==> src/verilog/jcu_map.vh <==
// register offsets, field positions and reset values of the compression
// control block; included by the block's design file.
`ifndef JCU_MAP_VH
`define JCU_MAP_VH

`define JCU_OFF_CTRL 16'h1E80
`define JCU_OFF_SHARE 16'h1E84
`define JCU_OFF_CEIL 16'h1E8C
`define JCU_OFF_SETCMD 16'h1E90
`define JCU_OFF_SETSTAT 16'h1E94
`define JCU_OFF_SETDATA 16'h1E98

// bit 0 is the field's top bit in the printed numbering, i.e. bus bit 31
`define JCU_PRES_BIT 31
`define JCU_RTP_BIT 30
`define JCU_ON_BIT 25
`define JCU_AM_BIT 24
`define JCU_QUAL_HI 7
`define JCU_QUAL_LO 0
`define JCU_V7_HI 6
`define JCU_V7_LO 0

`define JCU_SHARE_ZERO_SUB 7'h66
`define JCU_QUAL_ZERO_SUB 8'h3C
`define JCU_CEIL_RESET 7'h66
`define JCU_QUAL_RESET 8'h00

`define JCU_NSETS 3
`define JCU_NSAVED 8
`endif

==> src/verilog/jcu_regs.v <==
// compression control registers and user set save and restore, behind an
// AXI4-Lite slave. assumes one clock, a synchronous active-low reset and a
// master that keeps at most one write and one read outstanding.
//
// Decided for this implementation: register access over AXI4-Lite.
`timescale 1ns/10ps
`include "jcu_map.vh"

// How it works
// RULE_01: top bit of each compression register reads 1, feature present.
// RULE_02: buffer share register gives host buffer percent for compressed data.
// RULE_03: share value in bits 25-31, codes 0x00-0x7F map to 0-100 percent.
// RULE_04: share value zero acts as code 0x66, eighty percent.
// RULE_05: control bit 1 turns RTP transmission on or off.
// RULE_06: control bit 6 switches compression; reads show present state.
// RULE_07: with compression off, other control fields ignore writes.
// RULE_08: control bit 7 picks manual or automatic quality; reads show mode.
// RULE_09: quality field bits 24-31, codes 0x01-0x64 mean 1-100 percent.
// RULE_10: quality zero acts as sixty percent.
// RULE_11: in automatic mode writes to quality are discarded.
// RULE_12: ceiling register bits 25-31 limit automatic quality.
// RULE_13: ceiling resets to eighty percent.
// RULE_14: software should keep the ceiling at or below eighty percent.
// RULE_15: user set zero holds factory defaults, never overwritten.
// RULE_16: two writable user sets store custom defaults.
// RULE_17: at reset and on reinit, load the most recently saved set. Reset here clears last_saved_reg, so a reset always loads set zero.
// RULE_18: saving to set zero selects factory defaults for next init.
// RULE_19: a save stores the listed configuration registers.
// RULE_20: reserved bits read zero and ignore writes.
module jcu_regs #(
  parameter AUTO_QUAL_INIT = 8'h3C
) (
  // clock and reset
  input wire aclk,
  input wire aresetn,
  // axi4-lite write address
  input wire [15:0] s_axi_awaddr,
  input wire s_axi_awvalid,
  output wire s_axi_awready,
  // axi4-lite write data
  input wire [31:0] s_axi_wdata,
  input wire [3:0] s_axi_wstrb,
  input wire s_axi_wvalid,
  output wire s_axi_wready,
  // axi4-lite write response
  output reg [1:0] s_axi_bresp,
  output reg s_axi_bvalid,
  input wire s_axi_bready,
  // axi4-lite read address
  input wire [15:0] s_axi_araddr,
  input wire s_axi_arvalid,
  output wire s_axi_arready,
  // axi4-lite read data
  output reg [31:0] s_axi_rdata,
  output reg [1:0] s_axi_rresp,
  output reg s_axi_rvalid,
  input wire s_axi_rready,
  // automatic quality engine
  input wire [7:0] auto_quality,
  // settings seen by the rest of the camera
  output reg compression_enable,
  output reg rtp_transmit_enable,
  output reg auto_quality_mode,
  output reg [7:0] quality_effective,
  output reg [6:0] buffer_share_effective,
  output reg [6:0] quality_ceiling,
  // configuration registers kept in user sets
  input wire [32*`JCU_NSAVED-1:0] config_live,
  output reg [32*`JCU_NSAVED-1:0] config_restore,
  output reg config_restore_load
);

  localparam NS = `JCU_NSETS;
  localparam NW = `JCU_NSAVED;
  localparam [1:0] OKAY = 2'b00;
  localparam [1:0] SLVERR = 2'b10;

  // factory contents of set zero; fixed, so it can never be overwritten
  localparam [32*`JCU_NSAVED-1:0] FACTORY = {32*`JCU_NSAVED{1'b0}};

  function [31:0] lane_merge;
    input [31:0] old;
    input [31:0] din;
    input [3:0] strb;
    integer k;
    begin
      lane_merge = old;
      for (k = 0; k < 4; k = k + 1)
        if (strb[k])
          lane_merge[k*8 +: 8] = din[k*8 +: 8];
    end
  endfunction

  function known_addr;
    input [15:0] a;
    begin
      if (a == `JCU_OFF_CTRL)
        known_addr = 1'b1;
      else if (a == `JCU_OFF_SHARE)
        known_addr = 1'b1;
      else if (a == `JCU_OFF_CEIL)
        known_addr = 1'b1;
      else if (a == `JCU_OFF_SETCMD)
        known_addr = 1'b1;
      else if (a == `JCU_OFF_SETSTAT)
        known_addr = 1'b1;
      else if (a == `JCU_OFF_SETDATA)
        known_addr = 1'b1;
      else
        known_addr = 1'b0;
    end
  endfunction

  // control word as it reads back; reserved ranges are tied to zero
  function [31:0] ctrl_word;
    input rtp;
    input on;
    input am;
    input [7:0] q;
    begin
      ctrl_word = {1'b1, rtp, 4'h0, on, am, 16'h0000, q};
    end
  endfunction

  // byte-lane merge of a 7-bit value field; the upper lanes are reserved
  function [6:0] val7_merge;
    input [6:0] old;
    input [31:0] din;
    input [3:0] strb;
    reg [31:0] m;
    begin
      m = lane_merge({25'h0000000, old}, din, strb);
      val7_merge = m[`JCU_V7_HI:`JCU_V7_LO];
    end
  endfunction

  // ceiling code (0x7F is full scale) to whole percent, rounded down;
  // the product needs 14 bits before the divide
  function [7:0] ceil_pct;
    input [6:0] code;
    reg [13:0] prod;
    reg [13:0] quo;
    begin
      prod = {7'h00, code} * 14'd100;
      quo = prod / 14'd127;
      ceil_pct = quo[7:0];
    end
  endfunction

  // first word of a writable set in the shared array; set zero has none
  function integer set_base;
    input [1:0] ch;
    begin
      set_base = (ch - 2'd1) * NW;
    end
  endfunction

  // stored fields
  reg rtp_reg;
  reg on_reg;
  reg am_reg;
  reg [7:0] qual_reg;
  reg [6:0] share_reg;
  reg [6:0] ceil_reg;
  reg [1:0] last_saved_reg;
  reg [1:0] data_idx_reg;
  reg init_pend_reg;
  reg [31:0] set_mem [0:(NS-1)*NW-1];

  // write channel capture: address and data accepted in either order
  reg aw_held_reg;
  reg w_held_reg;
  reg [15:0] awaddr_reg;
  reg [31:0] wdata_reg;
  reg [3:0] wstrb_reg;

  assign s_axi_awready = !aw_held_reg && !s_axi_bvalid;
  assign s_axi_wready = !w_held_reg && !s_axi_bvalid;
  assign s_axi_arready = !s_axi_rvalid;

  wire aw_now = aw_held_reg || (s_axi_awvalid && s_axi_awready);
  wire w_now = w_held_reg || (s_axi_wvalid && s_axi_wready);
  wire [15:0] wa = aw_held_reg ? awaddr_reg : s_axi_awaddr;
  wire [31:0] wd = w_held_reg ? wdata_reg : s_axi_wdata;
  wire [3:0] ws = w_held_reg ? wstrb_reg : s_axi_wstrb;
  wire wr_go = aw_now && w_now && !s_axi_bvalid;

  wire [31:0] ctrl_img = ctrl_word(rtp_reg, on_reg, am_reg,
    qual_reg); // RULE_01 RULE_20
  wire [31:0] wm = lane_merge(ctrl_img, wd, ws);

  // set-command register: bits 1:0 channel, bit 8 save, bit 9 reinit
  wire cmd_hit = wr_go && (wa == `JCU_OFF_SETCMD);
  wire [31:0] cmd_w = lane_merge(32'h00000000, wd, ws);
  wire save_go = cmd_hit && cmd_w[8] && (cmd_w[1:0] < NS);
  wire reinit_go = cmd_hit && cmd_w[9];

  // separate loop variables so no variable is written by two processes
  integer i;
  integer j;

  // value-field writes, merged per byte lane before they land
  wire [6:0] share_m = val7_merge(share_reg, wd, ws);
  wire [6:0] ceil_m = val7_merge(ceil_reg, wd, ws);

  always @(posedge aclk) begin
    if (!aresetn) begin
      aw_held_reg <= 1'b0;
      w_held_reg <= 1'b0;
      awaddr_reg <= 16'h0000;
      wdata_reg <= 32'h00000000;
      wstrb_reg <= 4'h0;
      s_axi_bvalid <= 1'b0;
      s_axi_bresp <= OKAY;
    end else begin
      if (s_axi_awvalid && s_axi_awready && !wr_go) begin
        aw_held_reg <= 1'b1;
        awaddr_reg <= s_axi_awaddr;
      end
      if (s_axi_wvalid && s_axi_wready && !wr_go) begin
        w_held_reg <= 1'b1;
        wdata_reg <= s_axi_wdata;
        wstrb_reg <= s_axi_wstrb;
      end
      if (wr_go) begin
        aw_held_reg <= 1'b0;
        w_held_reg <= 1'b0;
        s_axi_bvalid <= 1'b1;
        s_axi_bresp <= known_addr(wa) ? OKAY : SLVERR;
      end else if (s_axi_bvalid && s_axi_bready) begin
        s_axi_bvalid <= 1'b0;
      end
    end
  end

  // register updates
  always @(posedge aclk) begin
    if (!aresetn) begin
      rtp_reg <= 1'b0;
      on_reg <= 1'b0;
      am_reg <= 1'b0;
      qual_reg <= `JCU_QUAL_RESET;
      share_reg <= 7'h00;
      ceil_reg <= `JCU_CEIL_RESET; // RULE_13
      data_idx_reg <= 2'b00;
      init_pend_reg <= 1'b1; // RULE_17
    end else begin
      init_pend_reg <= reinit_go; // RULE_17
      if (wr_go && wa == `JCU_OFF_CTRL) begin
        on_reg <= wm[`JCU_ON_BIT]; // RULE_06
        if (on_reg) begin // RULE_07
          rtp_reg <= wm[`JCU_RTP_BIT]; // RULE_05
          am_reg <= wm[`JCU_AM_BIT]; // RULE_08
          if (!am_reg)
            qual_reg <= wm[`JCU_QUAL_HI:`JCU_QUAL_LO]; // RULE_09 RULE_11
        end
      end
      if (wr_go && wa == `JCU_OFF_SHARE)
        share_reg <= share_m; // RULE_03
      if (wr_go && wa == `JCU_OFF_CEIL)
        ceil_reg <= ceil_m; // RULE_12
      // the index sits where it reads back, in bits 9:8
      if (wr_go && wa == `JCU_OFF_SETSTAT)
        data_idx_reg <= cmd_w[9:8];
    end
  end

  // user sets: last saved channel survives a reinit, not a reset
  always @(posedge aclk) begin
    if (!aresetn) begin
      last_saved_reg <= 2'b00;
    end else if (save_go) begin
      last_saved_reg <= cmd_w[1:0]; // RULE_18
      if (cmd_w[1:0] != 2'b00) // RULE_15
        for (j = 0; j < NW; j = j + 1)
          set_mem[set_base(cmd_w[1:0]) + j] <=
            config_live[j*32 +: 32]; // RULE_16 RULE_19
    end
  end

  // restore at reset release and on reinit
  always @(posedge aclk) begin
    if (!aresetn) begin
      config_restore <= FACTORY;
      config_restore_load <= 1'b0;
    end else begin
      config_restore_load <= init_pend_reg;
      if (init_pend_reg) begin
        for (i = 0; i < NW; i = i + 1)
          if (last_saved_reg == 2'b00)
            config_restore[i*32 +: 32] <= FACTORY[i*32 +: 32]; // RULE_18
          else
            config_restore[i*32 +: 32] <=
              set_mem[set_base(last_saved_reg) + i]; // RULE_17
      end
    end
  end

  // the automatic engine may ask for more than the ceiling allows; the
  // ceiling wins if it is one percent or more, and a zero after the clamp falls back to the default
  wire [7:0] ceil_pct_w = ceil_pct(ceil_reg);
  wire [7:0] auto_lim = (auto_quality > ceil_pct_w) ?
    ceil_pct_w : auto_quality; // RULE_12
  wire [7:0] auto_eff = (auto_lim == 8'h00) ?
    `JCU_QUAL_ZERO_SUB : auto_lim; // RULE_10

  // effective outputs toward the datapath
  always @(posedge aclk) begin
    if (!aresetn) begin
      compression_enable <= 1'b0;
      rtp_transmit_enable <= 1'b0;
      auto_quality_mode <= 1'b0;
      quality_effective <= `JCU_QUAL_ZERO_SUB;
      buffer_share_effective <= `JCU_SHARE_ZERO_SUB;
      quality_ceiling <= `JCU_CEIL_RESET;
    end else begin
      compression_enable <= on_reg; // RULE_06
      rtp_transmit_enable <= rtp_reg; // RULE_05
      auto_quality_mode <= am_reg; // RULE_08
      quality_ceiling <= ceil_reg; // RULE_12
      buffer_share_effective <= (share_reg == 7'h00) ?
        `JCU_SHARE_ZERO_SUB : share_reg; // RULE_02 RULE_04
      if (am_reg)
        quality_effective <= auto_eff; // RULE_11 RULE_12
      else if (qual_reg == 8'h00)
        quality_effective <= `JCU_QUAL_ZERO_SUB; // RULE_10
      else
        quality_effective <= qual_reg;
    end
  end

  // read channel; one-cycle answer
  reg [31:0] rd;
  always @* begin
    rd = 32'h00000000;
    if (s_axi_araddr == `JCU_OFF_CTRL)
      rd = ctrl_word(rtp_reg, on_reg, am_reg,
        am_reg ? auto_lim : qual_reg); // RULE_01 RULE_08
    else if (s_axi_araddr == `JCU_OFF_SHARE)
      rd = {1'b1, 24'h000000, share_reg}; // RULE_01 RULE_20
    else if (s_axi_araddr == `JCU_OFF_CEIL)
      rd = {1'b1, 24'h000000, ceil_reg}; // RULE_01 RULE_20
    else if (s_axi_araddr == `JCU_OFF_SETSTAT)
      rd = {22'h000000, data_idx_reg, 6'h00, last_saved_reg};
    else if (s_axi_araddr == `JCU_OFF_SETDATA)
      rd = set_mem[set_base(data_idx_reg[0] ? 2'd1 : 2'd2)];
  end

  always @(posedge aclk) begin
    if (!aresetn) begin
      s_axi_rvalid <= 1'b0;
      s_axi_rdata <= 32'h00000000;
      s_axi_rresp <= OKAY;
    end else if (s_axi_arvalid && s_axi_arready) begin
      s_axi_rvalid <= 1'b1;
      s_axi_rdata <= rd;
      s_axi_rresp <= known_addr(s_axi_araddr) ? OKAY : SLVERR;
    end else if (s_axi_rvalid && s_axi_rready) begin
      s_axi_rvalid <= 1'b0;
    end
  end

endmodule

==> config.mk <==
export PLATFORM = sky130hd
export DESIGN_NAME = jcu_regs
export DESIGN_NICKNAME = d
export VERILOG_FILES = /design/src/verilog/jcu_regs.v
export VERILOG_INCLUDE_DIRS = /design/src /design/src/verilog
export SDC_FILE = /design/constraint.sdc
export NUM_CORES = 1
export LEC_CHECK = 0
export BUFFER_PORTS_ARGS = -buffer_cell sky130_fd_sc_hd__buf_2
export CORE_MARGIN = 4
export CORE_UTILIZATION = 55
export DETAILED_ROUTE_END_ITERATION = 16
export PLACE_DENSITY = 0.8
export SLEW_MARGIN = 30
export SYNTH_ARGS = -nofsm -noshare
export SYNTH_HDL_FRONTEND = slang
export SYNTH_SLANG_ARGS = --single-unit
==> constraint.sdc <==
create_clock -name aclk -period 42.5 [get_ports aclk]
set_clock_uncertainty 0.15 [all_clocks]
set_input_delay 8.5 -clock aclk [delete_from_list [all_inputs] [get_ports aclk]]
set_output_delay 8.5 -clock aclk [all_outputs]
set_load 0.02 [all_outputs]
Word level (Yosys, flattened, before mapping)
Memories as Yosys holds them, arrays and structs flattened.
Cells that the tools add are included.
{ "word_totals": {"ramBits": 512, "out_inout_bits": 323, "register_bits": 403, "input_bits": 339, "elab_cells": 153, "mem_count": 1, "romBits": 0, "latch_bits": 0} }
{ "op_classes": {"mul": 1, "n_reduce_logical": 40, "magnitude_cmp": 2, "addsub": 17, "shift": 0, "eq_ne": 12, "n_mux": 50, "div_mod_pow": 1, "n_bitwise": 2} }
{ "memory_table": {"columns": ["name", "depth", "width", "rd", "rd_ports_with_merged_regs", "wr", "line_no", "rtl"], "rows": [
  ["set_mem", 16, 32, 9, 0, 8, "jcu_regs.v:168", "reg [31:0] set_mem [0:(NS-1)*NW-1];"]
]} }
{ "op_table": {"columns": ["op", "count"], "rows": [
  ["$mux 32", 13],
  ["$eq 16x13->1 const B", 12],
  ["$mux 8", 5],
  ["$add 4x4->4 const B", 8],
  ["$mux 31", 1],
  ["$mux 1", 25],
  ["$logic_and 1x1->1", 19],
  ["$add 4x3->4 const B", 4],
  ["$logic_not 8->1", 2],
  ["$mux 16", 1],
  ["$div 14x7->14 const B", 1],
  ["$mul 7x5->12 const B", 1],
  ["$add 4x2->4 const B", 2],
  ["$gt 8x8->1", 1],
  ["$mux 2", 4],
  ["$logic_not 7->1", 1],
  ["$reduce_and 2->1", 3],
  ["$reduce_bool 2->1", 3],
  ["$logic_not 1->1", 5],
  ["$mux 4", 1],
  ["$reduce_and 4->1", 1],
  ["$reduce_or 2->1", 2],
  ["$reduce_and 3->1", 1],
  ["$sub 1x1->1 const B", 3],
  ["4 further kinds", 6]
]} }

Logic depth before layout (Yosys ltp)
{ "logic_depth": {"word_depth": 12, "depth_mapped": 45, "mapped_depth_nobuf": 42} }

Worst setup path before layout
Ideal clock, no wire load.
{ "synth_timing": {"path_kind": "in2reg", "startpoint": "in s_axi_awaddr[13]", "endpoint": "mem set_mem[10][0], enable pin", "path_stages": 7, "setup_slack_ns": 7.278, "path_buffers": 0, "arrival_ns": 33.575, "required_time_ns": 40.853, "setup_ns": 1.497, "path_cell_list": "nor4b_1 -> and3_1 -> a31oi_1 -> nor3_1 -> and4b_1 -> nand4_1 -> nor4_1"} }
{ "synth_rtl": {"columns": ["item", "line_no", "rtl"], "rows": [
  ["from (decl)", "jcu_regs.v:37", "input wire [15:0] s_axi_awaddr,"],
  ["to (decl)", "jcu_regs.v:168", null]
]} }

==> flow_summary_export.csv <==
group,metric,value,unit
die,dieWidth,256,µm
synthesis,syn_area,33800,µm²
cells_and_area,fin_nets,3569,
setup_path,max_stage_delay,0.75,ns
synthesis,synth-main-ff-cell,"edfxtp_1",
routing,drt_iter0_markers,2206,
worst_hold_path,hold_path.class,"register to register",
global_routing,grt_usage,0.281,
global_routing,grt-ovfl-total,0,
run,maxCapViolCount,0,
synthesis,yosys.area.top_type,"edfxtp_1",
placement,port_buffers,639,
setup_path,end_kind,"register",
setup_path,worst-path-buf-inv,5,
timing,rsz0062_at_grt,"no",
synthesis,synth.area.top_cells,"edfxtp_1, dfxtp_1, a211oi_1, a22oi_1, nor2_1",
synthesis,ys_seq_area_frac,0.682,
die,io_pins,662,
clock_network,clk_latency,0.63,ns
setup_path,cp_num_cells,12,
timing,fin_setup_tns,0,ns
clock_network,h-tree-depth,3,
synthesis,synth_commonest_cells,"edfxtp_1, nor2_1, dfxtp_1, a211oi_1, a22oi_1",
synthesis,ys_async_sr_fraction,0,
routing,drc_errors,0,
placement,place_congestion,0.881,
placement,hpwlAfterDp,63.8,mm
synthesis,syn_area_per_cell,12.9,µm²
routing,ant_nets,0,
synthesis,yosys_warnings,0,
clock_network,cts_resized,0,
cells_and_area,instances_no_fill,4084,
timing,min_period,12.65,ns
die,row_count,90,
routing,via_per_inst,6.06,
synthesis,ys_seq_elements,894,
clock_network,cts.path.max_buffers,3,
routing,vias,24757,
timing,hold_slack,0.312,ns
setup_path,worstPathCellList,"buf_2, nor4b_1, and3_1, a31oi_1, nor3_1, and4b_1, nand4_1, nor4_2, buf_4, buf_4, buf_16, buf_4",
worst_hold_path,whs_path_depth,2,
synthesis,synth_cells,2615,
global_routing,grt_max_degree,109,
cells_and_area,drive_gt1_frac,0.265,
setup_path,crit_slowest_cell,"buf_4",
placement,place_inst,3876,
pwr,total_power,1.85,mW
global_routing,first_global_vias,24683,
setup_path,r2r_slack,31.96,ns
cells_and_area,largest_reg_flops,512,
routing,wl,96.7,mm
die,die_y,256,µm
cells_and_area,seq_area,23000,µm²
timing,post-route-period-util,0.298,
pwr,p_leak,15.3,nW
setup_path,critical_path.most_common_cell,"buf_4",
placement,post-place-ws,29.03,ns
synthesis,synth.most_common_cell,"edfxtp_1",
die,core-area,60600,µm²
timing,max-slew-margin-rel,0.356,
global_routing,antenna_found_initial,51,
clock_network,tritoncts,"yes",
synthesis,synth_top_area_frac,0.455,
synthesis,synth-edff-count,512,
routing,routedWlPerCell,23.7,µm
pwr,peakVddDrop,0.0000487,V
pwr,pwr_density_cell,45.4,nW/µm²
routing,firstDrtPassIters,6,
cells_and_area,layout-area-overhead-vs-synth,20.8,%
setup_path,cp_top_family,"buffers and inverters",
timing,tightest_slew,0.966,ns
clock_network,post_cts_buffers,0,
timing,hold_violations,0,
cells_and_area,nFillCells,4207,
clock_network,hold_buffers,0,
timing,slew_violations,0,
clock_network,cts.clk_slew.worst_paths,0.06,ns
clock_network,cts.sinks,894,
setup_path,path_max_fanout,63,
setup_path,critPathArrivalTime,12.75,ns
clock_network,clockRootBuffer,"clkbuf_16",
die,initial_core_util,0.557,
setup_path,crit_path_start_kind,"input pin",
setup_path,worst-setup-path-type,"input pin to register",
timing,fmax,79.1,MHz
timing,setup_ws,29.85,ns
die,die_area,65400,µm²
setup_path,r2r_cells,39,
status,outcome,"finished, final reports clean",
cells_and_area,multi_input_area,9950,µm²
setup_path,cp_data_required_time,42.60,ns
clock_network,numCtsBuffers,89,
synthesis,ys_types,96,
global_routing,grt_pass1_wl,145,mm
timing,setup_viol,0,
-- where the power goes --
group | leakage, nW | internal, mW | switching (mW)
sequential | 7.73 | 0.928 | 0.00967
combinational | 6.04 | 0.0351 | 0.0645
clock | 1.51 | 0.482 | 0.332
total | 15.3 | 1.45 | 0.406
-- kinds of logic after synthesis --
group	share of synthesized area
buf+inv	0.0245
fa+ha+maj	0.0153
mux	0.0345
other cells	0.000111
xor+xnor	0.00637
flops	0.682
compound gates	0.160
simple gates	0.0780
-- layer usage --
layer | wire (µm) | track usage
met1 | 34400 | 0.330
met2 | 48700 | 0.474
met3 | 8250 | 0.0728
met4 | 5100 | 0.152
met5 | 217 | 0
-- worst register-to-register path, delay by kind of cell, from the launching register on --
| family | cells | cell delay, ns |
|---|---|---|
| muxes | 1 | 0.30 |
| xor gates and xnor gates | 1 | 0.36 |
| DFF | 1 | 0.66 |
| and+or+nand+nor | 10 | 2.10 |
| buffers and inverters | 2 | 0.56 |
| adders and majority gates | 6 | 1.99 |
| AOI/OAI and AO/OA | 19 | 4.29 |
-- final cells by class --
cell class,instances,area share
multi-input cells,1506,0.244
flip-flops and latches,894,0.565
clock buffers,132,0.0628
repair buffers,670,0.0867
well taps,782,0.0240
clock inverters,36,0.0129
inverters,29,0.00285
diodes,35,0.00215
-- placed cells by master (no fill, tap or decap), drive strengths merged, types with 17 or more instances in the layout --
master  netlist  layout
diode         0      35
inv          28      32
clkbuf      173     132
clkinv        1      22
nor2        406     406
dfxtp       382     382
edfxtp      512     512
nand3        20      20
nand2        76      76
a21oi        53      53
buf          14     670
a211oi      274     274
mux2i       101     101
ha           38      38
o21ai        39      39
a22oi       259     259
and2         17      17
-- per-stage QoR --
step           utilization  instance area [µm²]
6_report             0.673                40800
4_1_cts              0.670                40600
2_1_floorplan            -                33800
5_1_grt              0.673                40800
3_3_place_gp         0.618                37500
3_5_place_dp         0.619                37500
-- path summary, 6_finish.rpt --
| kind | endpoint | startpoint |
|---|---|---|
| min | s_axi_rdata[2] | s_axi_rdata[2] |
| max | set_mem[14][12] | s_axi_awaddr[13] |
| max reg2reg | s_axi_rdata[6] | ceil_reg[2] |
| min reg2reg | s_axi_rdata[2] | s_axi_rdata[2] |
Power figures use the tool's default switching activity.
